===== config.mk =====
export PLATFORM = sky130hd
export DESIGN_NAME = tam_monitor
export DESIGN_NICKNAME = d
export VERILOG_FILES = /design/src/rtl/tam_pkg.sv /design/src/rtl/tam_monitor.sv
export VERILOG_INCLUDE_DIRS = /design/src /design/src/rtl
export SDC_FILE = /design/constraint.sdc
export NUM_CORES = 1
export LEC_CHECK = 0
export BUFFER_PORTS_ARGS = -buffer_cell sky130_fd_sc_hd__buf_2
export CAP_MARGIN = 30
export CORE_ASPECT_RATIO = 1.75
export CORE_MARGIN = 2
export CORE_UTILIZATION = 35
export DETAILED_ROUTE_END_ITERATION = 8
export GPL_TIMING_DRIVEN = 0
export MAX_ROUTING_LAYER = met4
export PLACE_DENSITY = 0.6
export SLEW_MARGIN = 20
export SYNTH_ARGS = -nofsm -noshare
export SYNTH_HDL_FRONTEND = slang
export SYNTH_SLANG_ARGS = --single-unit

===== constraint.sdc =====
create_clock -name MCLK -period 4.1 [get_ports MCLK]
set_clock_uncertainty 0.05 [all_clocks]
set_input_delay 0.82 -clock MCLK [delete_from_list [all_inputs] [get_ports MCLK]]
set_output_delay 0.82 -clock MCLK [all_outputs]
set_load 0.01 [all_outputs]

===== src/rtl/tam_consts.svh =====
// What this block does
// - flag remote server defect on Z7 101 or V5 bit8 with Z7 bits6-7 00/11
// - remote failure follows V5 bit 4 at once, no filtering
// - unequipped sets after five labels 000, clears after five not 000
// - unequipped suppressed by pointer loss, AIS, qualified H4 or upstream AIS
// - mismatch sets after five bad labels, clears after five good or 001
// - no mismatch for labels 000/111 or during the suppressing alarms
// - two saturating 4-bit justification counters in one byte, clear on read
// - 8-bit saturating parity error counter, block mode counts one per frame
// - 8-bit saturating far-end error counter bumps on V5 bit 3
// - received label field refreshed every 500 us; 001 always accepted
// - each live alarm byte has a latched twin, same bit positions
// - payload defect on Z7 010, connectivity defect on 110, persistence filtered
// - capture J2, Z6, Z7 with register bit 7 the first bit
// - store both overhead nibbles of one frame together
// - receive FIFO error sets alarm and resets that FIFO only
// - add FIFO error sets alarm and holds FIFO reset up to two frames
// - loss of signal after 175 markless positions; recover at 12.5% density
// - NRZ mode takes loss of signal from low negative-rail pin
// - loss of clock after 10 stuck periods, recovers on first edge
// - all-ones line alarm is reported only
// - 16-bit saturating violation counter, cleared by reset, control or read
// - counts arriving during a violation counter read are applied afterwards
`ifndef TAM_CONSTS_SVH
`define TAM_CONSTS_SVH
`define OFS_B_ALARMS 8'h3B
`define OFS_B_ALARMS_LAT 8'h3A
`define OFS_PJ 8'h3C
`define OFS_BIP 8'h3D
`define OFS_FEBE 8'h3E
`define OFS_LABEL 8'h3F
`define OFS_J2 8'h40
`define OFS_Z6 8'h41
`define OFS_Z7 8'h42
`define OFS_OBITS 8'h43
`define OFS_TX_LAT 8'h44
`define OFS_TX 8'h45
`define OFS_CV_LO 8'h46
`define OFS_CV_HI 8'h47
`define OFS_PC_LAT 8'h5E
`define OFS_PC 8'h5F
`define PERSIST_SHORT 4'h5
`define PERSIST_LONG 4'hA
`define LABEL_RUN 3'h5
`define LBL_UNEQ 3'h0
`define LBL_ONE 3'h1
`define LBL_AIS 3'h7
`define Z7_RDIS 3'h5
`define Z7_RDIP 3'h2
`define Z7_RDIC 3'h6
`define MCLK_NS 20
`define LBL_PERIOD_US 500
`define LBL_CYCLES ((`LBL_PERIOD_US * 1000) / `MCLK_NS)
`define T1_PERIOD_NS 648
`define LOC_T1_CYCLES 10
`define LOC_CYC 9'((`LOC_T1_CYCLES * `T1_PERIOD_NS + `MCLK_NS - 1) / `MCLK_NS)
`define LOS_SPAN 8'hAF
`define LOS_MIN_ONES 8'h16
`define AIS_RUN 12'h800
`define CV_MAX 16'hFFFF
`endif


===== src/rtl/tam_pkg.sv =====
package tam_pkg;
   typedef struct packed {
      logic tci_m, tci_q, tci_d, tpi_m, tpi_q, tni_m, tni_q;
      logic rd_d;
      logic [7:0] rd_addr;
      logic [7:0] rdata;
      logic [2:0] def;
      logic [2:0][3:0] def_set;
      logic [2:0][3:0] def_clr;
      logic rfi, uneq, mism;
      logic [2:0] uneq_cnt, mism_cnt;
      logic [2:0] lbl_live, lbl_reg;
      logic [14:0] lbl_tmr;
      logic [3:0] pj, nj;
      logic [7:0] bip, febe, j2, z6, z7, obits;
      logic rx_ffe;
      logic [1:0] a_hold, b_hold;
      logic los;
      logic [7:0] los_zero, los_win, los_ones;
      logic loc;
      logic [8:0] loc_cnt;
      logic ais;
      logic [11:0] ais_cnt;
      logic last_pos;
      logic [1:0] zero_run;
      logic [15:0] cv;
      logic [7:0] cv_hi_snap;
      logic cv_pend;
      logic [7:0] lat_b, lat_t, lat_p;
   } tam_state_s;
endpackage


===== src/rtl/tam_monitor.sv =====
`timescale 1ns/1ns
`default_nettype none
`include "tam_consts.svh"
module tam_monitor import tam_pkg::*; #(
   parameter int LBL_CYCLES = `LBL_CYCLES
) (
   input wire logic MCLK, // system clock
   input wire logic NRST, // sync reset, low
   input wire logic [7:0] REG_ADDR, // register address
   input wire logic REG_RD, // read strobe, high for the cycle
   output logic [7:0] REG_RDATA, // read data
   input wire logic V5_STB, // V5 byte valid
   input wire logic [7:0] V5_BYTE, // received V5, bit7 = V5 bit 1
   input wire logic [1:0] PARITY_ERRS, // BIP-2 errors of frame, with V5_STB
   input wire logic Z7_STB, // Z7 byte valid
   input wire logic [7:0] Z7_BYTE, // received Z7
   input wire logic J2_STB, // J2 byte valid
   input wire logic [7:0] J2_BYTE, // received J2
   input wire logic Z6_STB, // Z6 byte valid
   input wire logic [7:0] Z6_BYTE, // received Z6
   input wire logic OBITS_STB, // both nibbles valid
   input wire logic [7:0] OBITS_BYTE, // overhead nibbles, one frame
   input wire logic POS_JUST, // positive justification pulse
   input wire logic NEG_JUST, // negative justification pulse
   input wire logic B_POINTER_LOST, // pointer lost
   input wire logic B_TRIBUTARY_ALARM_SIGNAL, // tributary AIS
   input wire logic B_MULTIFRAME_INDICATOR_ALARM, // H4 alarm
   input wire logic B_UPSTREAM_ALARM_SIGNAL, // upstream AIS
   input wire logic DEFECT_PERSISTENCE_SELECT, // 1: ten events
   input wire logic POINTER_REFERENCE_SELECT, // H4 alarm ignored when 1
   input wire logic HEADER_ALARM_QUALIFY_ENABLE, // upstream AIS counts when 1
   input wire logic BLOCK_COUNT, // one count per errored frame
   input wire logic [2:0] EXPECTED_LABEL, // software-written label
   input wire logic RESET_COUNTERS, // clears violation counter
   input wire logic FRAME_SYNC, // frame pulse
   input wire logic RX_FIFO_SLIP, // receive FIFO over/underflow
   input wire logic ADD_A_FIFO_SLIP, // add A FIFO over/underflow
   input wire logic ADD_B_FIFO_SLIP, // add B FIFO over/underflow
   output logic RX_FIFO_RESET, // receive FIFO reset pulse
   output logic ADD_A_FIFO_HOLD, // add A FIFO held in reset
   output logic ADD_B_FIFO_HOLD, // add B FIFO held in reset
   input wire logic NRZ_MODE, // T1 side is NRZ
   input wire logic B8ZS_MODE, // B8ZS line code
   input wire logic T1_TRANSMIT_CLOCK_IN, // T1 clock pin
   input wire logic T1_POSITIVE_RAIL_IN, // positive rail / NRZ data
   input wire logic T1_NEGATIVE_RAIL_IN // negative rail / LOS pin
);
   tam_state_s s_r, s_nxt;

   // next-state logic for the whole block
   always_comb begin
      logic rd_end, t1_rise, mark, suppress, cv_inc, cv_busy;
      logic [2:0] lbl, z7b;
      logic [2:0] hit;
      logic [3:0] need;
      logic [7:0] b_live, t_live, p_live;
      logic [8:0] bip_sum;
      rd_end = 1'b0;
      t1_rise = 1'b0;
      mark = 1'b0;
      suppress = 1'b0;
      cv_inc = 1'b0;
      cv_busy = 1'b0;
      lbl = 3'h0;
      z7b = 3'h0;
      hit = 3'h0;
      need = 4'h0;
      b_live = 8'h00;
      t_live = 8'h00;
      p_live = 8'h00;
      bip_sum = 9'h000;
      s_nxt = s_r;
      // two-flop pin synchronisers, edges taken from second stage only
      s_nxt.tci_m = T1_TRANSMIT_CLOCK_IN;
      s_nxt.tci_q = s_r.tci_m;
      s_nxt.tci_d = s_r.tci_q;
      s_nxt.tpi_m = T1_POSITIVE_RAIL_IN;
      s_nxt.tpi_q = s_r.tpi_m;
      s_nxt.tni_m = T1_NEGATIVE_RAIL_IN;
      s_nxt.tni_q = s_r.tni_m;
      t1_rise = s_r.tci_q & ~s_r.tci_d;
      mark = s_r.tpi_q | s_r.tni_q;

      // read cycle tracking; clear-on-read acts when the strobe drops
      s_nxt.rd_d = REG_RD;
      if (REG_RD && !s_r.rd_d) begin
         s_nxt.rd_addr = REG_ADDR;
      end
      rd_end = s_r.rd_d & ~REG_RD;
      cv_busy = REG_RD && (REG_ADDR == `OFS_CV_LO || REG_ADDR == `OFS_CV_HI);

      // V5 label bits 5..7 sit in V5_BYTE[3:1]; field bit 2 is V5 bit 7
      lbl = {V5_BYTE[1], V5_BYTE[2], V5_BYTE[3]};
      // Z7 arrives in its own slot before V5, so judge the stored copy, not the live bus
      z7b = {s_r.z7[3], s_r.z7[2], s_r.z7[1]};
      suppress = B_POINTER_LOST | B_TRIBUTARY_ALARM_SIGNAL
         | (B_MULTIFRAME_INDICATOR_ALARM & ~POINTER_REFERENCE_SELECT)
         | (B_UPSTREAM_ALARM_SIGNAL & HEADER_ALARM_QUALIFY_ENABLE);
      need = DEFECT_PERSISTENCE_SELECT ? `PERSIST_LONG : `PERSIST_SHORT;

      // defect detectors judged once per V5 frame
      hit[2] = (z7b == `Z7_RDIS) || (V5_BYTE[0] && (z7b[1:0] == 2'b00
         || z7b[1:0] == 2'b11));
      hit[1] = (z7b == `Z7_RDIP);
      hit[0] = (z7b == `Z7_RDIC);
      if (V5_STB) begin
         for (int i = 0; i < 3; i++) begin
            // independent set and clear runs so one stray frame resets a run
            if (hit[i]) begin
               s_nxt.def_clr[i] = 4'h0;
               if (s_r.def_set[i] < need) s_nxt.def_set[i] = s_r.def_set[i] + 4'h1;
               if (s_r.def_set[i] + 4'h1 >= need) s_nxt.def[i] = 1'b1;
            end else begin
               s_nxt.def_set[i] = 4'h0;
               if (s_r.def_clr[i] < need) s_nxt.def_clr[i] = s_r.def_clr[i] + 4'h1;
               if (s_r.def_clr[i] + 4'h1 >= need) s_nxt.def[i] = 1'b0;
            end
         end
         s_nxt.rfi = V5_BYTE[4];
         s_nxt.lbl_live = lbl;
         // unequipped: a run of five either way flips the alarm
         if (suppress) begin
            s_nxt.uneq = 1'b0;
            s_nxt.uneq_cnt = 3'h0;
         end else if ((lbl == `LBL_UNEQ) != s_r.uneq) begin
            s_nxt.uneq_cnt = s_r.uneq_cnt + 3'h1;
            if (s_r.uneq_cnt + 3'h1 >= `LABEL_RUN) begin
               s_nxt.uneq = ~s_r.uneq;
               s_nxt.uneq_cnt = 3'h0;
            end
         end else begin
            s_nxt.uneq_cnt = 3'h0;
         end
         // mismatch; 000 and 111 are left to other alarms
         if (suppress || lbl == `LBL_UNEQ || lbl == `LBL_AIS) begin
            s_nxt.mism_cnt = 3'h0;
            if (suppress) s_nxt.mism = 1'b0;
         end else if (((lbl != EXPECTED_LABEL) && (lbl != `LBL_ONE)) != s_r.mism) begin
            s_nxt.mism_cnt = s_r.mism_cnt + 3'h1;
            if (s_r.mism_cnt + 3'h1 >= `LABEL_RUN) begin
               s_nxt.mism = ~s_r.mism;
               s_nxt.mism_cnt = 3'h0;
            end
         end else begin
            s_nxt.mism_cnt = 3'h0;
         end
      end

      // received label register refreshed on a fixed tick
      if (s_r.lbl_tmr >= 15'(LBL_CYCLES - 1)) begin
         s_nxt.lbl_tmr = 15'h0000;
         s_nxt.lbl_reg = s_r.lbl_live;
      end else begin
         s_nxt.lbl_tmr = s_r.lbl_tmr + 15'h0001;
      end

      // overhead byte capture, first bit of each byte already in bit 7
      if (J2_STB) s_nxt.j2 = J2_BYTE;
      if (Z6_STB) s_nxt.z6 = Z6_BYTE;
      if (Z7_STB) s_nxt.z7 = Z7_BYTE;
      if (OBITS_STB) s_nxt.obits = OBITS_BYTE;

      // performance counters; clear on read end, saturating otherwise
      if (POS_JUST && s_r.pj != 4'hF) s_nxt.pj = s_r.pj + 4'h1;
      if (NEG_JUST && s_r.nj != 4'hF) s_nxt.nj = s_r.nj + 4'h1;
      bip_sum = BLOCK_COUNT ? {8'h00, |PARITY_ERRS}
         : {7'h00, PARITY_ERRS};
      bip_sum = bip_sum + {1'b0, s_r.bip};
      if (V5_STB) begin
         s_nxt.bip = bip_sum[8] ? 8'hFF : bip_sum[7:0];
         if (V5_BYTE[5] && s_r.febe != 8'hFF) s_nxt.febe = s_r.febe + 8'h01;
      end
      // a count arriving with the read clear survives it: set wins
      if (rd_end && s_r.rd_addr == `OFS_PJ) begin
         s_nxt.pj = {3'h0, POS_JUST};
         s_nxt.nj = {3'h0, NEG_JUST};
      end
      if (rd_end && s_r.rd_addr == `OFS_BIP) begin
         s_nxt.bip = V5_STB ? bip_sum[7:0] - s_r.bip : 8'h00;
      end
      if (rd_end && s_r.rd_addr == `OFS_FEBE) begin
         s_nxt.febe = {7'h00, V5_STB & V5_BYTE[5]};
      end

      // FIFO error handling; receive FIFO just pulses a reset
      s_nxt.rx_ffe = RX_FIFO_SLIP;
      if (ADD_A_FIFO_SLIP) begin
         s_nxt.a_hold = 2'h2;
      end else if (FRAME_SYNC && s_r.a_hold != 2'h0) begin
         s_nxt.a_hold = s_r.a_hold - 2'h1;
      end
      if (ADD_B_FIFO_SLIP) begin
         s_nxt.b_hold = 2'h2;
      end else if (FRAME_SYNC && s_r.b_hold != 2'h0) begin
         s_nxt.b_hold = s_r.b_hold - 2'h1;
      end

      // loss of clock measured in system clocks between synced edges
      if (s_r.tci_q != s_r.tci_d) begin
         s_nxt.loc_cnt = 9'h000;
         s_nxt.loc = 1'b0;
      end else if (s_r.loc_cnt < `LOC_CYC) begin
         s_nxt.loc_cnt = s_r.loc_cnt + 9'h001;
      end else begin
         s_nxt.loc = 1'b1;
      end

      // line monitors work per pulse position on the clock rising edge, except NRZ loss of signal, which follows the pin every system clock
      if (NRZ_MODE) begin
         s_nxt.los = ~s_r.tni_q;
      end
      if (t1_rise) begin
         if (!NRZ_MODE) begin
            s_nxt.los_zero = mark ? 8'h00 : s_r.los_zero + {7'h00, s_r.los_zero != 8'hFF};
            if (!mark && s_r.los_zero + 8'h01 >= `LOS_SPAN) s_nxt.los = 1'b1;
            // density window: clear only if enough marks in one full span
            s_nxt.los_ones = s_r.los_ones + {7'h00, mark};
            s_nxt.los_win = s_r.los_win + 8'h01;
            if (s_r.los_win + 8'h01 >= `LOS_SPAN) begin
               if (s_r.los_ones + {7'h00, mark} >= `LOS_MIN_ONES && s_nxt.los_zero == 8'h00)
                  s_nxt.los = 1'b0;
               s_nxt.los_win = 8'h00;
               s_nxt.los_ones = 8'h00;
            end
            // bipolar violation unless it looks like a B8ZS substitution
            if (mark) begin
               cv_inc = (s_r.tpi_q == s_r.last_pos) && !(s_r.tpi_q && s_r.tni_q)
                  && !(B8ZS_MODE && s_r.zero_run == 2'h3);
               s_nxt.last_pos = s_r.tpi_q;
               s_nxt.zero_run = 2'h0;
            end else if (s_r.zero_run != 2'h3) begin
               s_nxt.zero_run = s_r.zero_run + 2'h1;
            end
         end
         // all-ones run; only reported, nothing else reacts
         if (NRZ_MODE ? s_r.tpi_q : mark) begin
            if (s_r.ais_cnt != `AIS_RUN) s_nxt.ais_cnt = s_r.ais_cnt + 12'h001;
            else s_nxt.ais = 1'b1;
         end else begin
            s_nxt.ais_cnt = 12'h000;
            s_nxt.ais = 1'b0;
         end
      end

      // violation counter; counts seen mid-read wait in a pending bit
      if (cv_busy) begin
         s_nxt.cv_pend = s_r.cv_pend | cv_inc;
      end else begin
         s_nxt.cv_pend = 1'b0;
         if ((cv_inc || s_r.cv_pend) && s_r.cv != `CV_MAX) s_nxt.cv = s_r.cv + 16'h0001;
      end
      if (rd_end && s_r.rd_addr == `OFS_CV_LO) begin
         // low byte read first snaps the high byte, so the pair stays coherent
         s_nxt.cv_hi_snap = s_r.cv[15:8];
         s_nxt.cv = {15'h0000, s_r.cv_pend};
      end
      if (RESET_COUNTERS) begin
         s_nxt.cv = 16'h0000;
         s_nxt.cv_hi_snap = 8'h00;
         s_nxt.cv_pend = 1'b0;
      end

      // live bytes and their latched twins; a new alarm beats a read clear
      b_live = {B_TRIBUTARY_ALARM_SIGNAL, B_POINTER_LOST, 2'b00,
         s_r.def[2], s_r.rfi, s_r.uneq, s_r.mism};
      t_live = {s_r.rx_ffe, 2'b00, s_r.a_hold != 2'h0, s_r.b_hold != 2'h0,
         s_r.los, s_r.loc, s_r.ais};
      p_live = {s_r.def[1], s_r.def[0], 6'h00};
      s_nxt.lat_b = ((rd_end && s_r.rd_addr == `OFS_B_ALARMS_LAT) ? 8'h00 : s_r.lat_b)
         | b_live;
      s_nxt.lat_t = ((rd_end && s_r.rd_addr == `OFS_TX_LAT) ? 8'h00 : s_r.lat_t)
         | t_live;
      s_nxt.lat_p = ((rd_end && s_r.rd_addr == `OFS_PC_LAT) ? 8'h00 : s_r.lat_p)
         | p_live;

      // read mux, registered so data lands one clock after the address
      unique case (REG_ADDR)
         `OFS_B_ALARMS: s_nxt.rdata = b_live;
         `OFS_B_ALARMS_LAT: s_nxt.rdata = s_r.lat_b;
         `OFS_PJ: s_nxt.rdata = {s_r.pj, s_r.nj};
         `OFS_BIP: s_nxt.rdata = s_r.bip;
         `OFS_FEBE: s_nxt.rdata = s_r.febe;
         `OFS_LABEL: s_nxt.rdata = {5'h00, s_r.lbl_reg};
         `OFS_J2: s_nxt.rdata = s_r.j2;
         `OFS_Z6: s_nxt.rdata = s_r.z6;
         `OFS_Z7: s_nxt.rdata = s_r.z7;
         `OFS_OBITS: s_nxt.rdata = s_r.obits;
         `OFS_TX_LAT: s_nxt.rdata = s_r.lat_t;
         `OFS_TX: s_nxt.rdata = t_live;
         `OFS_CV_LO: s_nxt.rdata = s_r.cv[7:0];
         `OFS_CV_HI: s_nxt.rdata = s_r.cv_hi_snap;
         `OFS_PC_LAT: s_nxt.rdata = s_r.lat_p;
         `OFS_PC: s_nxt.rdata = p_live;
         default: s_nxt.rdata = 8'h00;
      endcase
   end

   // single state register
   always_ff @(posedge MCLK) begin
      if (!NRST) begin
         s_r <= '0;
      end else begin
         s_r <= s_nxt;
      end
   end

   assign REG_RDATA = s_r.rdata;
   assign RX_FIFO_RESET = s_r.rx_ffe;
   assign ADD_A_FIFO_HOLD = s_r.a_hold != 2'h0;
   assign ADD_B_FIFO_HOLD = s_r.b_hold != 2'h0;

   logic rd_end_w, cv_busy_w;
   assign rd_end_w = s_r.rd_d & ~REG_RD;
   assign cv_busy_w = REG_RD && (REG_ADDR == `OFS_CV_LO || REG_ADDR == `OFS_CV_HI);
endmodule
`default_nettype wire


==> Implementation_results.wiki, run 1 <==
{| class="wikitable"
! Metric !! Value
|-
| Finish-stage setup viols || 0
|-
| Worst-path clk slew || 0.07 ns
|-
| Highest clock frequency the design can meet || 279.9 MHz
|-
| Req. time, crit path || 4.47 ns
|-
| Global-route wire length before repair || between 50,000 and 60,000 microns
|-
| Total Die Area || ~38,000 sq um
|-
| Tot GR Track Use || 0.1944
|-
| Minimum period implied by the final worst setup slack || 3.573 ns
|-
| Biggest area consumer among synthesized cells || sky130_fd_sc_hd__dfxtp_1
|-
| Clk_lat worst skew || between 0.5 and 0.6 ns
|-
| Period Utilization, post-route || 0.8714
|-
| Setup WS post-layout || approximately 0.53 ns
|-
| Number of distinct standard cells referenced by the synthesized netlist || 81
|-
| Number of input and output port buffers inserted || just over 80
|-
| Post-route standard cell area excluding fillers || 14,350 sq um
|-
| Resized cells post-CTS || 0
|-
| Asr flop ratio synth || 0
|-
| Length of the first detailed-routing pass in iterations || 5
|-
| Top area cells in the synthesized netlist || sky130_fd_sc_hd__dfxtp_1 (37%), sky130_fd_sc_hd__ha_1 (8.5%), sky130_fd_sc_hd__nor2_1 (6.3%)
|-
| Post-DP HPWL || 27,910 microns
|-
| Area growth from synthesis to layout || 14.11%
|-
| Core occupancy in the finished layout || 0.4064
|-
| Violation count after the first detailed-route iteration || 637
|-
| Count of endpoints failing hold in the final timing report || 0
|-
| Die width || 147.3 microns
|-
| Post-synthesis sequential area ratio || 0.3695
|-
| Largest net degree at the start of global routing || 37
|-
| CTS H-Tree Depth || 1
|-
| Endpoint type of the worst setup path || register
|-
| Net Sw Frac || 0.2638
|-
| Number of buffers inserted by hold repair at cts || 0
|-
| VDD IR max || 0.2506 mV
|-
| Main flop type after synthesis || sky130_fd_sc_hd__dfxtp_1
|-
| Vertical extent of the die || around 250 microns
|-
| Logic pwr share || 0.106
|-
| Routed wire length || 36,210 microns
|-
| Endpoint arrival time on the critical path || about 4.0 ns
|-
| Total setup buffers inserted after CTS || 0
|-
| CTS max path bufs || 3
|-
| Share of Yosys cell area claimed by the top area cell type || 0.3695
|-
| Initial core utilization || 0.3562
|-
| Congestion Overflow GR || 0
|-
| Fraction of layout cells with a size suffix above 1 || 0.1024
|-
| Net count of the mapped netlist || 1,645
|-
| Worst hold margin || 0.3823 ns
|-
| Residual DRC || 0
|-
| Worst Setup Start Kind || input port
|-
| Clock tree from TritonCTS || built
|-
| Min-delay worst type || register to register
|-
| Floorplan Core Area || between 30,000 and 40,000 sq um
|-
| Relative slew slack || 0.4074
|-
| P per Cell Area || 354.9 nW/um^2
|-
| Seq pwr share || 0.467
|-
| Top post-synthesis cells by count || sky130_fd_sc_hd__dfxtp_1 (232), sky130_fd_sc_hd__nor2_1 (212), sky130_fd_sc_hd__nand2_1 (113)
|-
| Transition time of the tightest slew-check pin || 0.8830 ns
|-
| Synthesized cell area || 12,570 sq um
|-
| Vias/cell || between 5 and 6
|-
| Sum of negative setup slack || 0 ns
|-
| Count of flip-flops with a built-in enable after synthesis || 0
|-
| Net count of the finished layout || 1,753
|-
| Switching power || about 1.3 mW
|-
| Number of antenna violations at the first check in global routing || 4
|-
| Number of synthesized register bits || 232
|-
| Total placed instance area || around 14,000 sq um
|-
| Cell row count || 91
|-
| Wire length per cell after detailed routing || 17.49 microns
|-
| Most repeated cell in the gate-level netlist after synthesis || sky130_fd_sc_hd__dfxtp_1
|-
| Result of the run || finished clean
|-
| Leakage || 5.802 nW
|-
| Clock network fraction of total power || 0.428
|-
| Post-Synthesis Mean Instance Area || 8.511 sq um
|-
| Synthesized instance count || 1,477
|-
| Number of pins with negative max-slew slack in the final report || 0
|-
| Vias in the first global route || 10,790
|-
| Synthesis warning total || 0
|-
| Top-level port count || 92
|-
| Setup repair after global routing missed its margin || no
|-
| Clock tree sinks || 232
|-
| Final Wtd Congestion || 0.9160
|-
| Number of nets with antenna violations after routing || 0
|-
| Cell at the root of the clock tree || sky130_fd_sc_hd__clkbuf_16
|-
| Maximum capacitance violations || 0
|-
| Via count || about 11,000
|-
| Setup Crit Path Kind || input port to register
|-
| Post-placement worst setup slack || -0.003190 ns
|-
| Crit-path max FO || 7
|-
| Internal power || around 3.7 mW
|-
| Clock buffer count from CTS || 23
|}
==> flip-flops by register name, indices dropped and copies added, names as in the netlist <==
name / cells
REG_RDATA: 8
s_r: 219
RX_FIFO_RESET: 1
s_nxt: 4
==> path summary, 6_finish.rpt <==
check	slack, ns	cells after the start	to	startpoint
worst max-delay path	0.53	12	s_r[150]	BLOCK_COUNT
worst min-delay path	0.38	1	s_nxt[239]	s_nxt[240]
worst max register to register	0.77	10	s_r[150]	s_r[145]
worst min register to register	0.38	1	s_nxt[239]	s_nxt[240]
==> layout make-up <==
type | count | area [sq um]
fill | 3578 | 20950
multi-input combinational | 1129 | 7441
antenna | 4 | 10.01
sequential | 232 | 4644
buffer | 68 | 305.3
clock buffer | 27 | 620.6
tap | 465 | 581.8
timing repair buffer | 83 | 415.4
inverter | 48 | 180.2
clock inverter | 14 | 146.4
==> critical path, stage by stage <==
cell                       delay (ns)
sky130_fd_sc_hd__buf_2           0.10
sky130_fd_sc_hd__a21o_1          0.22
sky130_fd_sc_hd__ha_1            0.29
sky130_fd_sc_hd__fa_1            0.54
sky130_fd_sc_hd__and3_1          0.27
sky130_fd_sc_hd__ha_1            0.31
sky130_fd_sc_hd__xor2_1          0.35
sky130_fd_sc_hd__nand2_1         0.09
sky130_fd_sc_hd__o21ai_0         0.47
sky130_fd_sc_hd__xor2_1          0.19
sky130_fd_sc_hd__a21oi_1         0.08
sky130_fd_sc_hd__a211oi_1        0.21
==> layer usage <==
metal	GRT usage	vias up	wire length, microns
met5	-	-	0
met4	0.1143	0	2080
met3	0.01682	100	1128
met2	0.3681	263	19500
met1	0.1926	5310	13500
li1	-	5465	-
==> per-stage QoR <==
step	cells	power (mW)
after floorplan	1477	2.761
after global placement	2024	2.950
after detailed placement	2024	2.966
after CTS	2065	5.151
after global routing	2070	5.290
final	2070	5.091
==> cell usage in the layout, fill, tap and decap left out, drive strengths merged, types with 28 or more instances in the layout <==
cell type,count
xnor2,33
ha,85
clkbuf,69
xor2,64
buf,109
a21oi,82
nand3,68
o21ai,56
mux2i,70
dfxtp,232
nand2,113
nand4,28
nor2,212
inv,49
==> power groups by stage <==
| stage | clock network, mW | registers [mW] | logic [mW] |
|---|---|---|---|
| 5_1_grt | 2.31 | 2.38 | 0.597 |
| 3_3_place_gp | 0 | 2.42 | 0.526 |
| 6_report | 2.18 | 2.38 | 0.539 |
| 4_1_cts | 2.23 | 2.37 | 0.543 |
| 2_1_floorplan | 0 | 2.40 | 0.358 |
| 3_5_place_dp | 0 | 2.43 | 0.540 |
==> kinds of logic after synthesis <==
logic type	after synthesis	share of synthesized area
muxes	77	0.06290
and+or+nand+nor	575	0.2204
adders and majority gates	87	0.08779
xor gates and xnor gates	97	0.06758
AOI/OAI and AO/OA	293	0.1533
DFF	232	0.3695
buffers and inverters	116	0.03862
Note: power is estimated with default switching activity, not from simulation.
==> run 2, diff against run 1 <==
Settings changed: ABC_AREA set to 1, CAP_MARGIN 30 to 20, SKIP_LAST_GASP set to 1.
==> Implementation_results.wiki, run 2 <==
{| class="wikitable"
! Metric !! Value
|-
| Result of the run || finished clean
|-
| Vias in the first global route || 12,060
|-
| Area growth from synthesis to layout || 13.06%
|-
| Ordered list of cells on the worst path || buf_2, a21o_1, ha_1, fa_1, clkbuf_2, nand3_1, inv_1, ha_1, inv_1, nand2_1, nand2_1, nor2_1, nand3_1, nand3_1, nand2_1, nand2_1, nand2_1, nand2_1, a21oi_1
|-
| Net count of the finished layout || 2,139
|-
| Total Die Area || 39,360 sq um
|-
| Vias/cell || 5.065
|-
| Cell row count || 94
|-
| Length of the first detailed-routing pass in iterations || 5
|-
| Number of nets with antenna violations after routing || 0
|-
| Number of distinct standard cells referenced by the synthesized netlist || 57
|-
| Synthesis warning total || 0
|-
| Net count of the mapped netlist || 2,025
|-
| Number of input and output port buffers inserted || 89
|-
| Sum of negative setup slack || 0 ns
|-
| Start point of the critical path || BLOCK_COUNT
|-
| Routed wire length || 36,970 microns
|-
| Min-delay worst type || register to register
|-
| Endpoint arrival time on the critical path || ~3.3 ns
|-
| Fraction of layout cells with a size suffix above 1 || 0.1065
|-
| Number of antenna violations at the first check in global routing || 1
|-
| Fraction of the mapped netlist area in adder cells || 0.08356
|-
| Relative slew slack || 0.3874
|-
| Via count || 12,470
|-
| Clock tree from TritonCTS || built
|-
| Asr flop ratio synth || 0
|-
| Slowest library cell on the worst path || sky130_fd_sc_hd__fa_1
|-
| Period Utilization, post-route || 0.7304
|-
| Initial core utilization || 0.3531
|-
| Clock tree sinks || 232
|-
| Reg2reg path depth || 17
|-
| Setup repair after global routing missed its margin || no
|-
| VDD IR max || around 0.27 mV
|-
| Req. time, crit path || between 4 and 5 ns
|-
| Vertical extent of the die || 261.0 microns
|-
| Post-DP HPWL || a little under 30,000 microns
|-
| Share of Yosys cell area claimed by the top area cell type || 0.3517
|-
| Crit-path max FO || 8
|-
| Worst Setup Start Kind || input port
|-
| Fraction of the mapped netlist area in compound gates || 0.1548
|-
| Floorplan Core Area || 37,400 sq um
|-
| Clk_lat worst skew || about 0.52 ns
|-
| Total placed instance area || 14,250 sq um
|-
| Register-to-register setup slack || 1.32 ns
|-
| Endpoint type of the worst setup path || register
|-
| Worst-path clk slew || 0.07 ns
|-
| Count of flip-flops with a built-in enable after synthesis || 0
|-
| Top-level port count || 92
|-
| Largest stage delay on the critical path || around 0.42 ns
|-
| Number of buffers inserted by hold repair at cts || 0
|-
| Cell at the root of the clock tree || sky130_fd_sc_hd__clkbuf_16
|-
| Number of pins with negative max-slew slack in the final report || 0
|-
| Endpoint of the worst setup timing path || s_r[152]
|-
| Main flop type after synthesis || sky130_fd_sc_hd__dfxtp_1
|-
| Max FFs per register || 219
|-
| Number of synthesized register bits || 232
|-
| Synth Area in XOR/XNOR || 0.03648
|-
| Dominant combinational cell family by area after synthesis || simple AND/OR/NAND/NOR gates
|-
| Finish-stage setup viols || 0
|-
| Congestion Overflow GR || 0
|-
| Leakage || 6.387 nW
|-
| Final Wtd Congestion || between 0.8 and 0.9
|-
| Most Frequent Cell on Critical Path || sky130_fd_sc_hd__nand2_1
|-
| Synthesized cell area || 13,210 sq um
|-
| Critical path buffer and inverter count || 4
|-
| Top area cells in the synthesized netlist || sky130_fd_sc_hd__dfxtp_1 (35%), sky130_fd_sc_hd__nand2_1 (9.9%), sky130_fd_sc_hd__ha_1 (8.1%)
|-
| Worst hold margin || 0.3589 ns
|-
| Simple-gate share of the synthesized area || 0.2804
|-
| Total setup buffers inserted after CTS || 0
|-
| Count of endpoints failing hold in the final timing report || 0
|-
| Clock buffer count from CTS || 23
|-
| Post-layout total power || approximately 4.9 mW
|-
| Startpoint of the worst-slack reg-to-reg timing path || s_r[145]
|-
| Register with the most flip-flops || s_r
|-
| Violation count after the first detailed-route iteration || approximately 580
|-
| Transition time of the tightest slew-check pin || 0.9189 ns
|-
| Post-synthesis sequential area ratio || 0.3517
|-
| Resized cells post-CTS || 0
|-
| Residual DRC || 0
|-
| Biggest area consumer among synthesized cells || sky130_fd_sc_hd__dfxtp_1
|-
| Maximum capacitance violations || 0
|-
| Most frequent cells in the layout || sky130_fd_sc_hd__nand2_1 (349), sky130_fd_sc_hd__inv_1 (237), sky130_fd_sc_hd__dfxtp_1 (232)
|-
| Fraction of synthesized area in multiplexers || 0
|-
| Global-route wire length before repair || 58,860 microns
|-
| Wire length per cell after detailed routing || 15.02 microns
|-
| Minimum period implied by the final worst setup slack || around 3 ns
|-
| Worst path top cell family by delay || adder cells
|-
| Top post-synthesis cells by count || sky130_fd_sc_hd__nand2_1 (349), sky130_fd_sc_hd__inv_1 (238), sky130_fd_sc_hd__dfxtp_1 (232)
|-
| CTS max path bufs || 3
|-
| Tot GR Track Use || 0.1934
|-
| Synthesized instance count || 1,857
|-
| Highest clock frequency the design can meet || 333.9 MHz
|-
| Die width || 150.8 microns
|-
| Post-Synthesis Mean Instance Area || 7.112 sq um
|-
| Capture instance of the worst register-to-register path || s_r[152]
|-
| Post-route standard cell area excluding fillers || 14,930 sq um
|-
| Most common cell after layout, fill and taps aside || sky130_fd_sc_hd__nand2_1
|-
| Most repeated cell in the gate-level netlist after synthesis || sky130_fd_sc_hd__nand2_1
|-
| Worst path depth || 19
|-
| Largest net degree at the start of global routing || 37
|-
| CTS H-Tree Depth || 1
|-
| Setup Crit Path Kind || input port to register
|-
| P per Cell Area || 329.0 nW/um^2
|}
## run 2: cell types whose count changed after synthesis, moves of 19 or more
cell | previous run | this run
sky130_fd_sc_hd__nand2_1 | 113 | 349
sky130_fd_sc_hd__inv_1 | 46 | 238
sky130_fd_sc_hd__o21ai_0 | 53 | 132
sky130_fd_sc_hd__a21oi_1 | 82 | 160
sky130_fd_sc_hd__mux2i_1 | 70 | 0
sky130_fd_sc_hd__nand3_1 | 68 | 123
sky130_fd_sc_hd__xor2_1 | 64 | 36
sky130_fd_sc_hd__and3_1 | 25 | 0
sky130_fd_sc_hd__nand2b_1 | 22 | 0
sky130_fd_sc_hd__a22oi_1 | 20 | 1
sky130_fd_sc_hd__clkbuf_1 | 41 | 22
## run 2: routing by layer
layer | up-vias | GRT usage | wire length [microns]
met4 | 0 | 0.1002 | 1950
met2 | 256 | 0.3568 | 19240
met3 | 96 | 0.02648 | 1560
li1 | 6333 | - | -
met5 | - | - | 0
met1 | 5785 | 0.1959 | 14230
## run 2: metrics by stage
step | setup WS [ns] | utilization | cells
floorplan | 0.9864 | - | 1857
global placement | 0.5429 | 0.3811 | 2426
detailed placement | 0.5375 | 0.3811 | 2426
CTS | 1.081 | 0.3992 | 2461
global route | 0.8264 | 0.3992 | 2462
finish | 1.105 | 0.3992 | 2462
## run 2: worst min-delay path: stages (launching register included)
cell	delay [ns]
sky130_fd_sc_hd__dfxtp_1	0.30
sky130_fd_sc_hd__nand2_1	0.05
sky130_fd_sc_hd__inv_1	0.04
## run 2: logic make-up (layout without fill, tap and decap cells)
logic type,after synthesis,count (layout)
fa+ha+maj,87,87
xor+xnor,55,55
compound gates,367,367
simple gates,817,817
flops,232,232
other cells,0,1
buf+inv,299,423
## run 2: final cells by class
| type | instances | area (sq um) |
|---|---|---|
| Tap cell | 480 | 600.6 |
| Sequential cell | 232 | 4644 |
| Clock buffer | 34 | 646.9 |
| Inverter | 249 | 939.7 |
| Antenna cell | 1 | 2.502 |
| Clock inverter | 1 | 30.03 |
| Buffer | 50 | 289.0 |
| Multi-Input combinational cell | 1326 | 7333 |
| Fill cell | 4024 | 22470 |
| Timing Repair Buffer | 89 | 445.4 |
## run 2: worst min path at each step
| stage | from | to | slack, ns | cells after the start |
|---|---|---|---|---|
| 6_report | s_nxt[240] | s_nxt[239] | 0.36 | 2 |
| 5_1_grt | s_nxt[240] | s_nxt[239] | 0.38 | 2 |
| 4_1_cts | s_nxt[240] | s_nxt[239] | 0.36 | 2 |
| 3_5_place_dp | s_nxt[240] | s_nxt[239] | 0.35 | 2 |
| 3_3_place_gp | s_nxt[240] | s_nxt[239] | 0.34 | 2 |
| 2_1_floorplan | s_nxt[240] | s_nxt[239] | 0.34 | 2 |
## run 2: where the power goes
part	switching [mW]	total (mW)	internal [mW]	leakage, nW
Sequential	0.0495	2.37	2.32	1.89
Combinational	0.332	0.508	0.176	4.17
Clock	0.889	2.03	1.14	0.329
